==> src/logic/tsam_consts.vh <==
`ifndef TSAM_CONSTS_VH
`define TSAM_CONSTS_VH
// register byte offsets
`define TSAM_OFF_OVERSHIFT 5'h00
`define TSAM_OFF_RANGE 5'h04
`define TSAM_OFF_FEEDCLAMP 5'h08
`define TSAM_OFF_FLAGS 5'h0C
`define TSAM_OFF_INTSTAT 5'h10
`define TSAM_OFF_INTCLR 5'h14
`define TSAM_OFF_INTEN 5'h18
// reset values of the settings, units of 0.001 mm
`define TSAM_RST_OVERSHIFT 16'h04B0
`define TSAM_RST_RANGE 16'h03E8
`define TSAM_RST_FEEDCLAMP 16'h0000
// flags register fields
`define TSAM_FLG_FAULT 0
`define TSAM_FLG_OOR 1
`define TSAM_FLG_OVS 2
`define TSAM_FLG_RNG 3
// interrupt event bits
`define TSAM_EV_OVS 0
`define TSAM_EV_RNG 1
`define TSAM_EV_OOR 2
`define TSAM_EV_W 3
// pin input order in the synchroniser
`define TSAM_PIN_APPR 0
`define TSAM_PIN_CHK 1
`define TSAM_PIN_RST 2
`define TSAM_PIN_W 3
// bus responses
`define TSAM_RESP_OKAY 2'h0
`define TSAM_RESP_SLVERR 2'h2
`endif

==> src/logic/tsam_monitor.v <==
// Implementation choices: the register addresses and the AXI4-Lite interface to the registers.
`timescale 1ns/1ps
`include "tsam_consts.vh"

// Contract
// - during approach, too-close nozzle halts motion and sets fault flag
// - over-shift trip level is a programmable setting chosen by configurer
// - check-only off and abs shift at or above limit: stop, set fault
// - check-only on: no range alarm, status flag high while abs shift at limit
// - range limit comes from a programmable setting
// - fault flag set on over-shift, or range-over with check-only off
// - fault flag cleared only by operator reset, otherwise latched
// - status flag forced low whenever check-only select is low
module tsam_monitor #(
  parameter SHIFT_W = 16
)(
  input wire clk,
  input wire rst_n,
  input wire clkEn,
  input wire signed [SHIFT_W-1:0] shiftValue,
  input wire approachActive,
  input wire checkOnlySelect,
  input wire operatorReset,
  output reg tracingFaultFlag,
  output reg outOfRangeStatus,
  output reg stopMotion,
  output reg irq,
  input wire [4:0] s_axi_awaddr,
  input wire s_axi_awvalid,
  output reg s_axi_awready,
  input wire [31:0] s_axi_wdata,
  input wire [3:0] s_axi_wstrb,
  input wire s_axi_wvalid,
  output reg s_axi_wready,
  output reg [1:0] s_axi_bresp,
  output reg s_axi_bvalid,
  input wire s_axi_bready,
  input wire [4:0] s_axi_araddr,
  input wire s_axi_arvalid,
  output reg s_axi_arready,
  output reg [31:0] s_axi_rdata,
  output reg [1:0] s_axi_rresp,
  output reg s_axi_rvalid,
  input wire s_axi_rready
);

  // byte-lane merge of a 16-bit setting
  function [15:0] mergeBytes;
    input [15:0] old;
    input [31:0] data;
    input [3:0] strb;
    begin
      mergeBytes[7:0] = strb[0] ? data[7:0] : old[7:0];
      mergeBytes[15:8] = strb[1] ? data[15:8] : old[15:8];
    end
  endfunction

  // magnitude of the signed shift, one bit wider to hold the most negative
  function [SHIFT_W:0] absShift;
    input signed [SHIFT_W-1:0] v;
    begin
      if (v[SHIFT_W-1])
        absShift = {1'b0, ~v} + {{SHIFT_W{1'b0}}, 1'b1};
      else
        absShift = {1'b0, v};
    end
  endfunction

  ////////////////////////////////////////////////////////////////////////////
  // reset release

  reg rstMeta_q;
  reg rstSync_q;

  // two-stage release of the asynchronous reset
  always @(posedge clk or negedge rst_n)
  begin
    if (!rst_n)
    begin
      rstMeta_q <= 1'b0;
      rstSync_q <= 1'b0;
    end
    else
    begin
      rstMeta_q <= 1'b1;
      rstSync_q <= rstMeta_q;
    end
  end

  ////////////////////////////////////////////////////////////////////////////
  // pin synchronisers and input registers

  wire [`TSAM_PIN_W-1:0] pinRaw;
  reg [`TSAM_PIN_W-1:0] pinS1_q;
  reg [`TSAM_PIN_W-1:0] pinS2_q;
  reg [`TSAM_PIN_W-1:0] pinS3_q;
  reg [`TSAM_PIN_W-1:0] pinStable_q;
  reg [`TSAM_PIN_W-1:0] pinStable_d;
  reg signed [SHIFT_W-1:0] shift_q;
  integer i;

  assign pinRaw = {operatorReset, checkOnlySelect, approachActive};

  // a pin changes only once stages two and three agree
  always @*
  begin
    for (i = 0; i < `TSAM_PIN_W; i = i + 1)
      pinStable_d[i] = (pinS2_q[i] == pinS3_q[i]) ? pinS3_q[i] : pinStable_q[i];
  end

  // four flops per pin (three stages and the stable value), plus the registered shift sample
  always @(posedge clk or negedge rstSync_q)
  begin
    if (!rstSync_q)
    begin
      pinS1_q <= {`TSAM_PIN_W{1'b0}};
      pinS2_q <= {`TSAM_PIN_W{1'b0}};
      pinS3_q <= {`TSAM_PIN_W{1'b0}};
      pinStable_q <= {`TSAM_PIN_W{1'b0}};
      shift_q <= {SHIFT_W{1'b0}};
    end
    else if (clkEn)
    begin
      pinS1_q <= pinRaw;
      pinS2_q <= pinS1_q;
      pinS3_q <= pinS2_q;
      pinStable_q <= pinStable_d;
      shift_q <= shiftValue;
    end
  end

  wire inApproach = pinStable_q[`TSAM_PIN_APPR];
  wire checkOnly = pinStable_q[`TSAM_PIN_CHK];
  // operator reset acts on its press edge
  wire resetPress = pinStable_d[`TSAM_PIN_RST] & ~pinStable_q[`TSAM_PIN_RST];

  ////////////////////////////////////////////////////////////////////////////
  // settings registers

  reg [15:0] overShiftLimit_q;
  reg [15:0] rangeLimitValue_q;
  reg [15:0] feedClamp_q;
  reg [`TSAM_EV_W-1:0] intStat_q;
  reg [`TSAM_EV_W-1:0] intEn_q;

  ////////////////////////////////////////////////////////////////////////////
  // shift checks

  wire [SHIFT_W:0] shiftMag = absShift(shift_q);
  // closer than allowed: positive shift beyond the trip level
  wire overShiftHit = inApproach & ~shift_q[SHIFT_W-1] &
    ({1'b0, shift_q} > {{(SHIFT_W+1-16){1'b0}}, overShiftLimit_q});
  wire rangeHit = shiftMag >= {{(SHIFT_W+1-16){1'b0}}, rangeLimitValue_q};
  wire rangeAlarm = rangeHit & ~checkOnly;
  wire oor_d = rangeHit & checkOnly;
  wire faultSet = overShiftHit | rangeAlarm;

  reg ovsLatch_q;
  reg rngLatch_q;
  wire fault_d = faultSet | (tracingFaultFlag & ~resetPress);

  // latched fault, motion stop and level status, updated each cycle that clkEn is high
  always @(posedge clk or negedge rstSync_q)
  begin
    if (!rstSync_q)
    begin
      tracingFaultFlag <= 1'b0;
      stopMotion <= 1'b0;
      outOfRangeStatus <= 1'b0;
      ovsLatch_q <= 1'b0;
      rngLatch_q <= 1'b0;
    end
    else if (clkEn)
    begin
      tracingFaultFlag <= fault_d;
      stopMotion <= fault_d;
      outOfRangeStatus <= oor_d;
      ovsLatch_q <= overShiftHit | (ovsLatch_q & ~resetPress);
      rngLatch_q <= rangeAlarm | (rngLatch_q & ~resetPress);
    end
  end

  ////////////////////////////////////////////////////////////////////////////
  // bus write path

  reg [4:0] awAddr_q;
  reg awHeld_q;
  reg [31:0] wData_q;
  reg [3:0] wStrb_q;
  reg wHeld_q;
  wire doWrite = awHeld_q & wHeld_q & ~s_axi_bvalid;
  wire wrMapped = (awAddr_q[4:2] <= 3'h6) & (awAddr_q != `TSAM_OFF_FLAGS) &
    (awAddr_q != `TSAM_OFF_INTSTAT) & (awAddr_q[1:0] == 2'h0);
  wire [`TSAM_EV_W-1:0] events;
  wire [`TSAM_EV_W-1:0] clrMask;

  assign events = {oor_d & ~outOfRangeStatus, rangeAlarm & ~rngLatch_q,
    overShiftHit & ~ovsLatch_q};
  assign clrMask = (doWrite && awAddr_q == `TSAM_OFF_INTCLR && wStrb_q[0]) ?
    wData_q[`TSAM_EV_W-1:0] : {`TSAM_EV_W{1'b0}};

  // address and data are taken in either order, response follows both
  always @(posedge clk or negedge rstSync_q)
  begin
    if (!rstSync_q)
    begin
      awAddr_q <= 5'h00;
      awHeld_q <= 1'b0;
      wData_q <= 32'h00000000;
      wStrb_q <= 4'h0;
      wHeld_q <= 1'b0;
      s_axi_awready <= 1'b0;
      s_axi_wready <= 1'b0;
      s_axi_bvalid <= 1'b0;
      s_axi_bresp <= `TSAM_RESP_OKAY;
      overShiftLimit_q <= `TSAM_RST_OVERSHIFT;
      rangeLimitValue_q <= `TSAM_RST_RANGE;
      feedClamp_q <= `TSAM_RST_FEEDCLAMP;
      intEn_q <= {`TSAM_EV_W{1'b0}};
      intStat_q <= {`TSAM_EV_W{1'b0}};
      irq <= 1'b0;
    end
    else if (clkEn)
    begin
      s_axi_awready <= ~awHeld_q & ~(s_axi_awvalid & s_axi_awready);
      s_axi_wready <= ~wHeld_q & ~(s_axi_wvalid & s_axi_wready);
      if (s_axi_awvalid && s_axi_awready)
      begin
        awAddr_q <= s_axi_awaddr;
        awHeld_q <= 1'b1;
      end
      if (s_axi_wvalid && s_axi_wready)
      begin
        wData_q <= s_axi_wdata;
        wStrb_q <= s_axi_wstrb;
        wHeld_q <= 1'b1;
      end
      if (doWrite)
      begin
        awHeld_q <= 1'b0;
        wHeld_q <= 1'b0;
        s_axi_bvalid <= 1'b1;
        s_axi_bresp <= wrMapped ? `TSAM_RESP_OKAY : `TSAM_RESP_SLVERR;
        case (awAddr_q)
          `TSAM_OFF_OVERSHIFT: overShiftLimit_q <= mergeBytes(overShiftLimit_q,
            wData_q, wStrb_q);
          `TSAM_OFF_RANGE: rangeLimitValue_q <= mergeBytes(rangeLimitValue_q,
            wData_q, wStrb_q);
          `TSAM_OFF_FEEDCLAMP: feedClamp_q <= mergeBytes(feedClamp_q, wData_q,
            wStrb_q);
          `TSAM_OFF_INTEN: if (wStrb_q[0]) intEn_q <= wData_q[`TSAM_EV_W-1:0];
          default: ;
        endcase
      end
      else if (s_axi_bvalid && s_axi_bready)
        s_axi_bvalid <= 1'b0;
      // sticky events, a new event beats a clear in the same cycle
      intStat_q <= (intStat_q & ~clrMask) | events;
      irq <= |(((intStat_q & ~clrMask) | events) & intEn_q);
    end
  end

  ////////////////////////////////////////////////////////////////////////////
  // bus read path

  reg [31:0] rdMux;

  // read data selection
  always @*
  begin
    rdMux = 32'h00000000;
    case (s_axi_araddr)
      `TSAM_OFF_OVERSHIFT: rdMux[15:0] = overShiftLimit_q;
      `TSAM_OFF_RANGE: rdMux[15:0] = rangeLimitValue_q;
      `TSAM_OFF_FEEDCLAMP: rdMux[15:0] = feedClamp_q;
      `TSAM_OFF_FLAGS:
      begin
        rdMux[`TSAM_FLG_FAULT] = tracingFaultFlag;
        rdMux[`TSAM_FLG_OOR] = outOfRangeStatus;
        rdMux[`TSAM_FLG_OVS] = ovsLatch_q;
        rdMux[`TSAM_FLG_RNG] = rngLatch_q;
      end
      `TSAM_OFF_INTSTAT: rdMux[`TSAM_EV_W-1:0] = intStat_q;
      `TSAM_OFF_INTEN: rdMux[`TSAM_EV_W-1:0] = intEn_q;
      default: rdMux = 32'h00000000;
    endcase
  end

  wire rdMapped = (s_axi_araddr[4:2] <= 3'h6) & (s_axi_araddr[1:0] == 2'h0) &
    (s_axi_araddr != `TSAM_OFF_INTCLR);

  // one read at a time, data one cycle after the address is taken
  always @(posedge clk or negedge rstSync_q)
  begin
    if (!rstSync_q)
    begin
      s_axi_arready <= 1'b0;
      s_axi_rvalid <= 1'b0;
      s_axi_rdata <= 32'h00000000;
      s_axi_rresp <= `TSAM_RESP_OKAY;
    end
    else if (clkEn)
    begin
      s_axi_arready <= ~s_axi_rvalid & ~(s_axi_arvalid & s_axi_arready);
      if (s_axi_arvalid && s_axi_arready)
      begin
        s_axi_rvalid <= 1'b1;
        s_axi_rdata <= rdMux;
        s_axi_rresp <= rdMapped ? `TSAM_RESP_OKAY : `TSAM_RESP_SLVERR;
      end
      else if (s_axi_rvalid && s_axi_rready)
        s_axi_rvalid <= 1'b0;
    end
  end

endmodule // tsam_monitor

==> config.mk <==
export PLATFORM = sky130hd
export DESIGN_NAME = tsam_monitor
export DESIGN_NICKNAME = d
export VERILOG_FILES = /design/src/logic/tsam_monitor.v
export VERILOG_INCLUDE_DIRS = /design/src /design/src/logic
export SDC_FILE = /design/constraint.sdc
export NUM_CORES = 1
export LEC_CHECK = 0
export BUFFER_PORTS_ARGS = -buffer_cell sky130_fd_sc_hd__buf_2
export CAP_MARGIN = 15
export CORE_ASPECT_RATIO = 0.6
export CORE_UTILIZATION = 58
export CTS_BUF_LIST = sky130_fd_sc_hd__clkbuf_4 sky130_fd_sc_hd__clkbuf_8
export DETAILED_ROUTE_END_ITERATION = 16
export PLACE_DENSITY = 0.82
export SYNTH_ARGS = -nofsm -noshare
export SYNTH_HDL_FRONTEND = slang
export SYNTH_SLANG_ARGS = --single-unit
==> constraint.sdc <==
create_clock -name clk -period 4.7 [get_ports clk]
set_input_delay 0.235 -clock clk [delete_from_list [all_inputs] [get_ports clk]]
set_output_delay 0.235 -clock clk [all_outputs]
set_load 0.005 [all_outputs]
Yosys cells after proc, flatten, opt, wreduce, memory -nomap -nowiden
Index checks and enable logic that the tools add are counted.
{"block": "classes", "addsub": 1, "magnitude_cmp": 4, "eq_ne": 15, "mux": 16, "n_bitwise": 47, "reduce_logical": 33}
{"cell": "case mux 12 bit (3 select lines)", "count": 1}
{"cell": "AND reduction 4 bit", "count": 7}
{"cell": "AND 1 bit", "count": 24}
{"cell": "== test 5 bit, second input constant", "count": 4}
{"cell": "AND reduction 2 bit", "count": 10}
{"cell": "case mux 3 bit (6 select lines)", "count": 1}
{"cell": "adder 16 x 1 -> 17 bit, second input constant", "count": 1}
{"cell": ">= comparator 17 x 16 -> 1 bit", "count": 1}
{"cell": "2-to-1 mux 17 bit", "count": 1}
{"cell": "> comparator 16 bit", "count": 1}
{"cell": "NOT 16 bit", "count": 1}
{"cell": "== test 5 x 4 -> 1 bit, second input constant", "count": 3}
{"cell": "NOT 1 bit", "count": 14}
{"cell": "== test 5 x 3 -> 1 bit, second input constant", "count": 2}
{"cell": "logical NOT 5 bit", "count": 2}
{"cell": "!= test 5 bit, second input constant", "count": 2}
{"cell": "2-to-1 mux 1 bit", "count": 9}
{"cell": "nonzero test 2 bit", "count": 4}
{"cell": "logical AND 1 bit", "count": 7}
{"cell": "AND 3 bit", "count": 2}
{"cell": "less-or-equal comparator 3 bit, second input constant", "count": 2}
{"cell": "!= test 5 x 4 -> 1 bit, second input constant", "count": 1}
{"cell": "logical NOT 2 bit", "count": 2}
{"cell": "2-to-1 mux 2 bit", "count": 2}
{"cell": "other kinds (7)", "count": 12}
{"block": "word_totals", "ff_bits": 139, "input_bits": 73, "output_inout_bits": 45, "wordCells": 151}

Logic depth before layout (Yosys ltp)
Gate-level depths: netlist (run 1).
{"block": "depth", "ltp_word": 10, "depth_mapped": 12, "depth_no_buf": 12}

Worst setup path before layout (run 1)
Ideal clock, no wire load.
{"block": "synth_path", "path_kind": "register to register", "startpoint": "register shift_q[1]", "endpoint": "register irq", "setup_ns": 0.151, "t_arrival_ns": 3.155, "t_required_ns": 4.549, "path_slack_ns": 1.394, "path_stages_with_launch": 12, "n_path_buf": 0, "period_less_slack_ns": 3.306, "cell_sequence": "dfrtp_1 -> or4_1 -> or4_1 -> or3_4 -> o21ai_1 -> xnor2_1 -> ha_1 -> and3_1 -> nand3_1 -> nor2_1 -> a211oi_1 -> o221ai_1"}
{"block": "synth_between", "elab_chain_len": 9, "elab_cells_between_ends": 14, "classes_between": "1 x add/sub; 2 x order compare; 1 x mux; 9 x bitwise; 1 x reduce/logical"}
{"element": "start, declared", "line_no": "tsam_monitor.v:99", "rtl": "reg signed [SHIFT_W-1:0] shift_q;"}
{"element": "start signal, assigned", "line_no": "tsam_monitor.v:120", "rtl": "shift_q <= {SHIFT_W{1'b0}};"}
{"element": "start signal, assigned", "line_no": "tsam_monitor.v:128", "rtl": "shift_q <= shiftValue;"}
{"element": "NOT 16 bit", "line_no": "tsam_monitor.v:63", "rtl": "absShift = {1'b0, ~v} + {{SHIFT_W{1'b0}}, 1'b1};"}
{"element": "adder 16 x 1 -> 17 bit", "line_no": "tsam_monitor.v:63"}
{"element": "2-to-1 mux 17 bit", "line_no": "tsam_monitor.v:62", "rtl": "if (v[SHIFT_W-1])"}
{"element": ">= comparator 17 x 16 -> 1 bit", "line_no": "tsam_monitor.v:153", "rtl": "wire rangeHit = shiftMag >= {{(SHIFT_W+1-16){1'b0}}, rangeLimitValue_q};"}
{"element": "AND 1 bit (on tied branches)", "line_no": "tsam_monitor.v:154, tsam_monitor.v:155"}
{"element": "AND 1 bit", "line_no": "tsam_monitor.v:197", "rtl": "assign events = {oor_d & ~outOfRangeStatus, rangeAlarm & ~rngLatch_q,"}
{"element": "bitwise OR 3 bit (*)", "line_no": "tsam_monitor.v:259", "rtl": "irq <= |(((intStat_q & ~clrMask) | events) & intEn_q);"}
{"element": "AND 3 bit (*)", "line_no": "tsam_monitor.v:259"}
{"element": "OR reduction 3 bit (*)", "line_no": "tsam_monitor.v:259"}
{"element": "end signal, assigned", "line_no": "tsam_monitor.v:259"}
{"element": "end, declared", "line_no": "tsam_monitor.v:27", "rtl": "output reg irq,"}
Every way passes the cells marked *; elsewhere a longest branch is shown, timed or not.
A chain may end at the register's enable or synchronous reset.

Final worst setup path (run 1)
{"block": "layout_path", "startpoint": "register shift_q[3]", "endpoint": "register irq"}
The elaborated chain is that of the path after synthesis.

==> reports/metrics.cfg, run 1 <==
[global_routing]
first_global_vias=4946
grtUsageMet3=0.06756
grt-ovfl-total=0
grt_most_used_layer=met1
grt_util_all_layers=0.2828
grt.met2_usage=0.4035
grt_max_degree=92
antenna_found_initial=0
grt_pass1_wl_mm=25.85
met1_usage=0.4304

[hold_path]
hold_end=wData_q[8]$_DFFE_PN0P_
hold_class=in -> reg
min_from=s_axi_wdata[8]
hold_path_depth=2

[worst_setup_path]
critPathKind=reg -> reg
timing.reg2reg.setup_slack_ns=0.86
worstPathMaxFanout=6
cpMaxStageDelayCell=a211oi_1
crit_family=simple AND/OR/NAND/NOR gates
r2r_end=irq$_DFFE_PN0P_
critPathCaptureType=flop
path_common_cell=or4_1
crit_path_start_kind=flop
reg2reg_from=shift_q[3]$_DFFE_PN0P_
cp_cell_sequence=or4_1 -> or4_1 -> or3_4 -> o21ai_1 -> xnor2_1 -> ha_1 -> and3_1 -> nand3_1 -> nor2_1 -> a211oi_1 -> o221ai_1
crit_start=shift_q[3]$_DFFE_PN0P_
required_ns=4.97
critical_path_buf_inv_count=0
arrival_ns=4.11
ff2ff_path_depth=11
critical-path-max-stage-delay_ns=0.71

[sta]
holdWs_ns=0.03320
post-route-period-util=0.8175
timing_max_transition_violations_final=0
fmax_ghz=0.2603
rsz0062_at_grt=false
finClkSkew_ns=0.01264
tightest_slew_ns=1.032
finalSetupTns_ns=0
hold_violations=0
setup_viol=0
finalCriticalPeriod_ns=3.842
slew_headroom=0.3085

[synthesis]
ys_top_cells_by_area=dfrtp_1 (47%), mux2_2 (17%), ha_1 (6.1%)
synthFlopType=dfrtp_1
ys_ff_latch=137
synthCells=589
synth-warning-count=0
yosysTopAreaCell=dfrtp_1
ys_seq_area_frac=0.5058
syn_area_um2=6803
synth_cell_types=51
synth_enable_flop_cells=0
postSynthAreaPerCell_um2=11.55
async_flop_share=1.000
yosys.area.top_type_share=0.4672

[clock_network]
clkTransAtPathRegs_ns=0.08
ctsResizeCount=0
cts_buffers=17
cts.sinks=137
clk_latency_ns=0.43
cts_buffer_depth=2
cts.root.buffer_cell=clkbuf_8
cts_tree=yes
post_cts_buffers=0
htreeDepth=4

[die]
start_util=0.5981
core-area_um2=11370
die_h_um=85.89
rows=30
ios=118
dieArea_um2=12180
die_w_um=141.8

[pwr]
ir_drop_uv=306.9
power.density_nw_per_um2=492.0
power.leakage_nw=3.560
finalPower_mw=3.795

[drt]
wl_per_cell_um=18.96
firstDrtPassIters=5
drtIter0Drc=454
dr_total_vias=4975
wirelength_mm=16.06
avgViaCountPerCell=5.874
drcViolationCount=0
antenna_left=0

[layout]
diodes=0
fin_area_um2=7715
fin_nets=780
fillCellCount=854
drive_gt1_frac=0.3464
multi_input_area_um2=3079
synthToLayoutAreaGrowth_pct=13.41
ff_latch_area_um2=3445

[placed_design]
port_buffers=81
dp_hpwl_mm=11.65
place_area_um2=7298
place_congestion=0.9446

[run_status]
status=finished, final reports clean

[run]
drv_cap=0

## worst max path at each step
stage | to | slack [ns] | cells after the start
2_1_floorplan | awAddr_q[0]$_DFFE_PN0P_ | 0.62 | 0
3_3_place_gp | irq$_DFFE_PN0P_ | 1.0 | 11
3_5_place_dp | irq$_DFFE_PN0P_ | 0.91 | 11
4_1_cts | irq$_DFFE_PN0P_ | 0.85 | 11
5_1_grt | irq$_DFFE_PN0P_ | 0.61 | 11
6_report | irq$_DFFE_PN0P_ | 0.86 | 11
## report_power, final
| group | switching [mW] | internal, mW |
|---|---|---|
| Clock | 0.468 | 0.449 |
| Combinational | 0.471 | 0.507 |
| Sequential | 0.364 | 1.54 |
| Total | 1.30 | 2.49 |
## area by class of cell
type                       instances  share of cell area
timing repair buffer              86             0.06033
multi-input combinational        393              0.3991
clock inverter                    12             0.01508
inverter                          39             0.01897
sequential                       137              0.4465
tap                              160             0.02595
clock buffer                      20             0.03406
## metal layers
layer,part of all wire,up-vias,wire length (um)
met2,0.43,206,6910
met3,0.075,10,1207
met4,0.0063,0,101
met1,0.49,2504,7836
met5,0,-,0
li1,-,2255,-
## cell families (layout without fill, tap and decap cells)
| group | after synthesis | after routing | synth area share |
|---|---|---|---|
| buffers and inverters | 76 | 157 | 0.05242 |
| multiplexers | 103 | 103 | 0.1738 |
| other | 2 | 19 | 0.001104 |
| AO/OA/AOI/OAI | 95 | 95 | 0.09601 |
| adder cells (fa/ha/maj) | 33 | 33 | 0.06070 |
| flip-flops | 137 | 137 | 0.5058 |
| AND/OR/NAND/NOR | 130 | 130 | 0.09344 |
| XOR/XNOR | 13 | 13 | 0.01674 |
## per-stage QoR
| step | worst slack [ns] | instances | utilization |
|---|---|---|---|
| floorplan | 0.6178 | 606 | - |
| finish | 0.8576 | 847 | 0.6783 |
| detailed placement | 0.9097 | 813 | 0.6417 |
| CTS | 0.8466 | 846 | 0.6759 |
| global route | 0.6138 | 847 | 0.6783 |
| global placement | 0.9992 | 813 | 0.6417 |
## worst register-to-register path: stages (launching register included)
cell      delay, ns
dfrtp_1        0.45
or4_1          0.50
or4_1          0.45
or3_4          0.39
o21ai_1        0.18
xnor2_1        0.16
ha_1           0.27
and3_1         0.18
nand3_1        0.10
nor2_1         0.06
a211oi_1       0.71
o221ai_1       0.24
## flip-flops by register name, indices dropped and copies added, names as in the netlist, 5 cells and up
register / cells
awAddr_q: 5
feedClamp_q: 16
overShiftLimit_q: 16
rangeLimitValue_q: 16
s_axi_rdata: 16
shift_q: 16
wData_q: 16
## synth_stat cells (5+ instances only)
cell type	n
mux2_2	101
nor2_1	17
buf_4	19
xnor2_1	12
clkbuf_1	17
o31ai_1	7
nand2b_1	5
nand2_1	60
nor3_1	6
nand3_1	10
o21ai_0	26
ha_1	33
dfrtp_1	127
inv_1	39
a21oi_1	22
dfstp_2	10
a222oi_1	16
nand4_1	7
## layout by cell type (no fill, tap or decap), types with 3 or more instances in the layout
cell,synthesis,layout
xnor2_1,12,12
or2_2,3,3
and3_1,3,3
clkbuf_8,0,18
conb_1,2,19
nor3_1,6,5
nand2b_1,5,5
mux2_2,101,101
buf_2,0,81
clkinvlp_4,0,5
nor2b_1,3,3
dfstp_2,10,10
nand2_1,60,60
o211ai_1,4,4
o21ai_0,26,26
a222oi_1,16,16
inv_1,39,39
nor2_1,17,17
nand3_1,10,10
nand4_1,7,7
ha_1,33,33
dfrtp_1,127,126
a21oi_1,22,22
or4_1,4,4
inv_6,0,3
o31ai_1,7,7
buf_4,19,3
## what timing repair did
item,4_1_cts,5_1_grt
hold buffers,1,0
endpoints found under the setup margin,0,0
hold endpoints to repair,2,0
No activity file was read; power rests on OpenSTA's default activity.
==> run 2, diff against run 1 <==
--- a/config.mk
+++ b/config.mk
@@ -9,10 +9,10 @@
 export BUFFER_PORTS_ARGS = -buffer_cell sky130_fd_sc_hd__buf_2
 export CAP_MARGIN = 15
 export CORE_ASPECT_RATIO = 0.6
-export CORE_UTILIZATION = 58
+export CORE_UTILIZATION = 53
 export CTS_BUF_LIST = sky130_fd_sc_hd__clkbuf_4 sky130_fd_sc_hd__clkbuf_8
 export DETAILED_ROUTE_END_ITERATION = 16
-export PLACE_DENSITY = 0.82
+export PLACE_DENSITY = 0.79
 export SYNTH_ARGS = -nofsm -noshare
 export SYNTH_HDL_FRONTEND = slang
 export SYNTH_SLANG_ARGS = --single-unit
==> constraint.sdc (replaced) <==
create_clock -name clk -period 3.4 [get_ports clk]
set_input_delay 0.17 -clock clk [delete_from_list [all_inputs] [get_ports clk]]
set_output_delay 0.17 -clock clk [all_outputs]
set_load 0.005 [all_outputs]
==> reports/metrics.cfg, run 2 (same netlist as run 1, synthesis figures left out) <==
[drt]
wl_per_cell_um=19.20  ; was 18.96 um
drtIter0Drc=522  ; was 454
dr_total_vias=5217  ; was 4,975
antenna_left=0  ; unchanged
firstDrtPassIters=5  ; unchanged
wl_met3_mm=1.177  ; was 1.207 mm
avgViaCountPerCell=5.720  ; was 5.874
drcViolationCount=0  ; unchanged
dr.max_layer_used=met4  ; unchanged
wl_met2_mm=7.780  ; was 6.910 mm
wirelength_mm=17.51  ; was 16.06 mm
met1Wirelength_mm=8.415  ; was 7.836 mm

[placed_design]
pre_cts_ws_ns=-0.2937  ; was 0.9097 ns
place_congestion=0.8546  ; was 0.9446
dpl.cell_count=832  ; was 813
place_area_um2=7412  ; was 7298 um^2
dp_hpwl_mm=12.49  ; was 11.65 mm
port_buffers=81  ; unchanged

[layout]
drive_gt1_frac=0.3481  ; was 0.3464
fillCellCount=924  ; was 854
fin_cells=912  ; was 847
final_common_cell=dfrtp_1  ; unchanged
fin_nets=840  ; was 780
fin_area_um2=8319  ; was 7715 um^2
synthToLayoutAreaGrowth_pct=22.29  ; was 13.41%
layout_common_cells=dfrtp_1 (126), mux2_2 (101), buf_2 (81)  ; unchanged
diodes=0  ; unchanged

[pwr]
power.density_nw_per_um2=644.6  ; was 492.0 nW/um^2
ir_drop_uv=403.0  ; was 306.9 uV
p_int_mw=3.434  ; was 2.492 mW
combPwrFrac=0.275  ; was 0.258
finalPower_mw=5.363  ; was 3.795 mW
switching_power_mw=1.929  ; was 1.303 mW
p_sw_frac=0.3597  ; was 0.3434
power.leakage_nw=3.827  ; was 3.560 nW
clock_power_share=0.235  ; was 0.242
pwr-share-seq=0.490  ; was 0.501

[worst_setup_path]
critPathKind=reg -> reg  ; unchanged
worstPathMaxFanout=6  ; unchanged
critPathCaptureType=flop  ; unchanged
arrival_ns=3.76  ; was 4.11 ns
endpoint=irq$_DFFE_PN0P_  ; unchanged
required_ns=3.76  ; was 4.97 ns
reg2reg_from=shift_q[0]$_DFFE_PN0P_  ; was shift_q[3]$_DFFE_PN0P_
ff2ff_path_depth=11  ; unchanged
crit_start=shift_q[0]$_DFFE_PN0P_  ; was shift_q[3]$_DFFE_PN0P_
crit_path_start_kind=flop  ; unchanged
timing.reg2reg.setup_slack_ns=-0.007  ; was 0.86 ns
r2r_end=irq$_DFFE_PN0P_  ; unchanged

[sta]
hold_violations=0  ; unchanged
finalCriticalPeriod_ns=3.407  ; was 3.842 ns
rsz0062_at_grt=true  ; was false
fmax_ghz=0.2935  ; was 0.2603 GHz
finClkSkew_ns=0.01780  ; was 0.01264 ns
slew_headroom=0.4383  ; was 0.3085
setup_viol=1  ; was 0
tightest_slew_ns=0.8425  ; was 1.032 ns
fin_ws_ns=-0.006716  ; was 0.8576 ns
post-route-period-util=1.002  ; was 0.8175
timing_max_transition_violations_final=0  ; unchanged

[run_status]
status=finished, violations left  ; was finished, final reports clean
violations=setup timing

[global_routing]
first_global_vias=5352  ; was 4,946
antenna_found_initial=0  ; unchanged
grt_max_degree=65  ; was 92
grt_pass1_wl_mm=28.05  ; was 25.85 mm
grt-ovfl-total=0  ; unchanged
grt_util_all_layers=0.2804  ; was 0.2828

[die]
core-area_um2=12300  ; was 11,370 um^2
dieArea_um2=13310  ; was 12,180 um^2
ios=118  ; unchanged
rows=31  ; was 30
die_h_um=89.76  ; was 85.89 um
die_w_um=148.3  ; was 141.8 um
start_util=0.5533  ; was 0.5981

[clock_network]
clkTransAtPathRegs_ns=0.09  ; was 0.08 ns
cts_buffer_depth=2  ; unchanged
cts_tree=yes  ; unchanged
clk_latency_ns=0.46  ; was 0.43 ns
htreeDepth=4  ; unchanged
cts.sinks=137  ; unchanged
cts.root.buffer_cell=clkbuf_8  ; unchanged
cts_buffers=17  ; unchanged

[run]
drv_cap=0  ; unchanged

[hold_path]
hold_class=in -> reg  ; unchanged

[run 2: how the worst min path moves through the flow]
stage / start / endpoint / slack (ns) / depth (start not counted)
after CTS: s_axi_arvalid / s_axi_arready$_DFFE_PN0P_ / 0.10 / 3
after floorplan: rst_n / rstMeta_q$_DFF_PN0_ / -0.13 / 0
after global placement: rst_n / rstMeta_q$_DFF_PN0_ / -0.04 / 1
after detailed placement: rst_n / rstMeta_q$_DFF_PN0_ / -0.04 / 1
after global routing: s_axi_arvalid / s_axi_arready$_DFFE_PN0P_ / 0.13 / 3
final: s_axi_arvalid / s_axi_arready$_DFFE_PN0P_ / 0.12 / 3
[run 2: metrics by stage]
| step | setup TNS [ns] | utilization | hold WS [ns] |
|---|---|---|---|
| 2_1_floorplan | 0 | - | -0.1256 |
| 3_3_place_gp | -0.7539 | 0.6028 | -0.04197 |
| 3_5_place_dp | -1.260 | 0.6028 | -0.04025 |
| 4_1_cts | -0.08782 | 0.6729 | 0.1022 |
| 5_1_grt | -0.6008 | 0.6766 | 0.1253 |
| 6_report | -0.006716 | 0.6766 | 0.1206 |
[run 2: cell type report]
type,count,area [um^2],share of cell area
inverter,39,146.4,0.01760
clock inverter,14,132.6,0.01594
tap,165,206.4,0.02482
sequential,137,3445,0.4140
clock buffer,18,241.5,0.02903
timing repair buffer,146,1021,0.1227
multi-input combinational,393,3127,0.3758
[run 2: repair_timing]
item,in CTS,in global routing
endpoints found under the hold margin,46,0
buffers inserted,2,0
resized for setup,3,8
hold buffers,46,0
pin swaps,4,3
endpoints found under the setup margin,6,6
[run 2: critical path, stage by stage, from the launching register on]
cell and delay, ns:
dfrtp_1 0.38, or4_4 0.54, or4_4 0.44, or3_4 0.38, o31ai_4 0.19, xnor2_1 0.09, ha_1 0.33, nand3_2 0.09
or4_4 0.43, a31oi_4 0.17, a211oi_4 0.08, o221ai_1 0.20
[run 2: power groups by stage]
stage               combinational, mW  sequential (mW)  clock [mW]
detailed placement               1.38             2.63           0
global placement                 1.29             2.58           0
floorplan                       0.996             2.46           0
CTS                              1.43             2.61        1.28
global route                     1.63             2.69        1.35
finish                           1.47             2.63        1.26
[run 2: layer usage]
| metal | vias to the layer above | track usage |
|---|---|---|
| li1 | 2370 | - |
| met3 | 17 | 0.05279 |
| met1 | 2625 | 0.4153 |
| met2 | 205 | 0.4202 |
| met4 | 0 | 0.07818 |
| met5 | - | 0 |
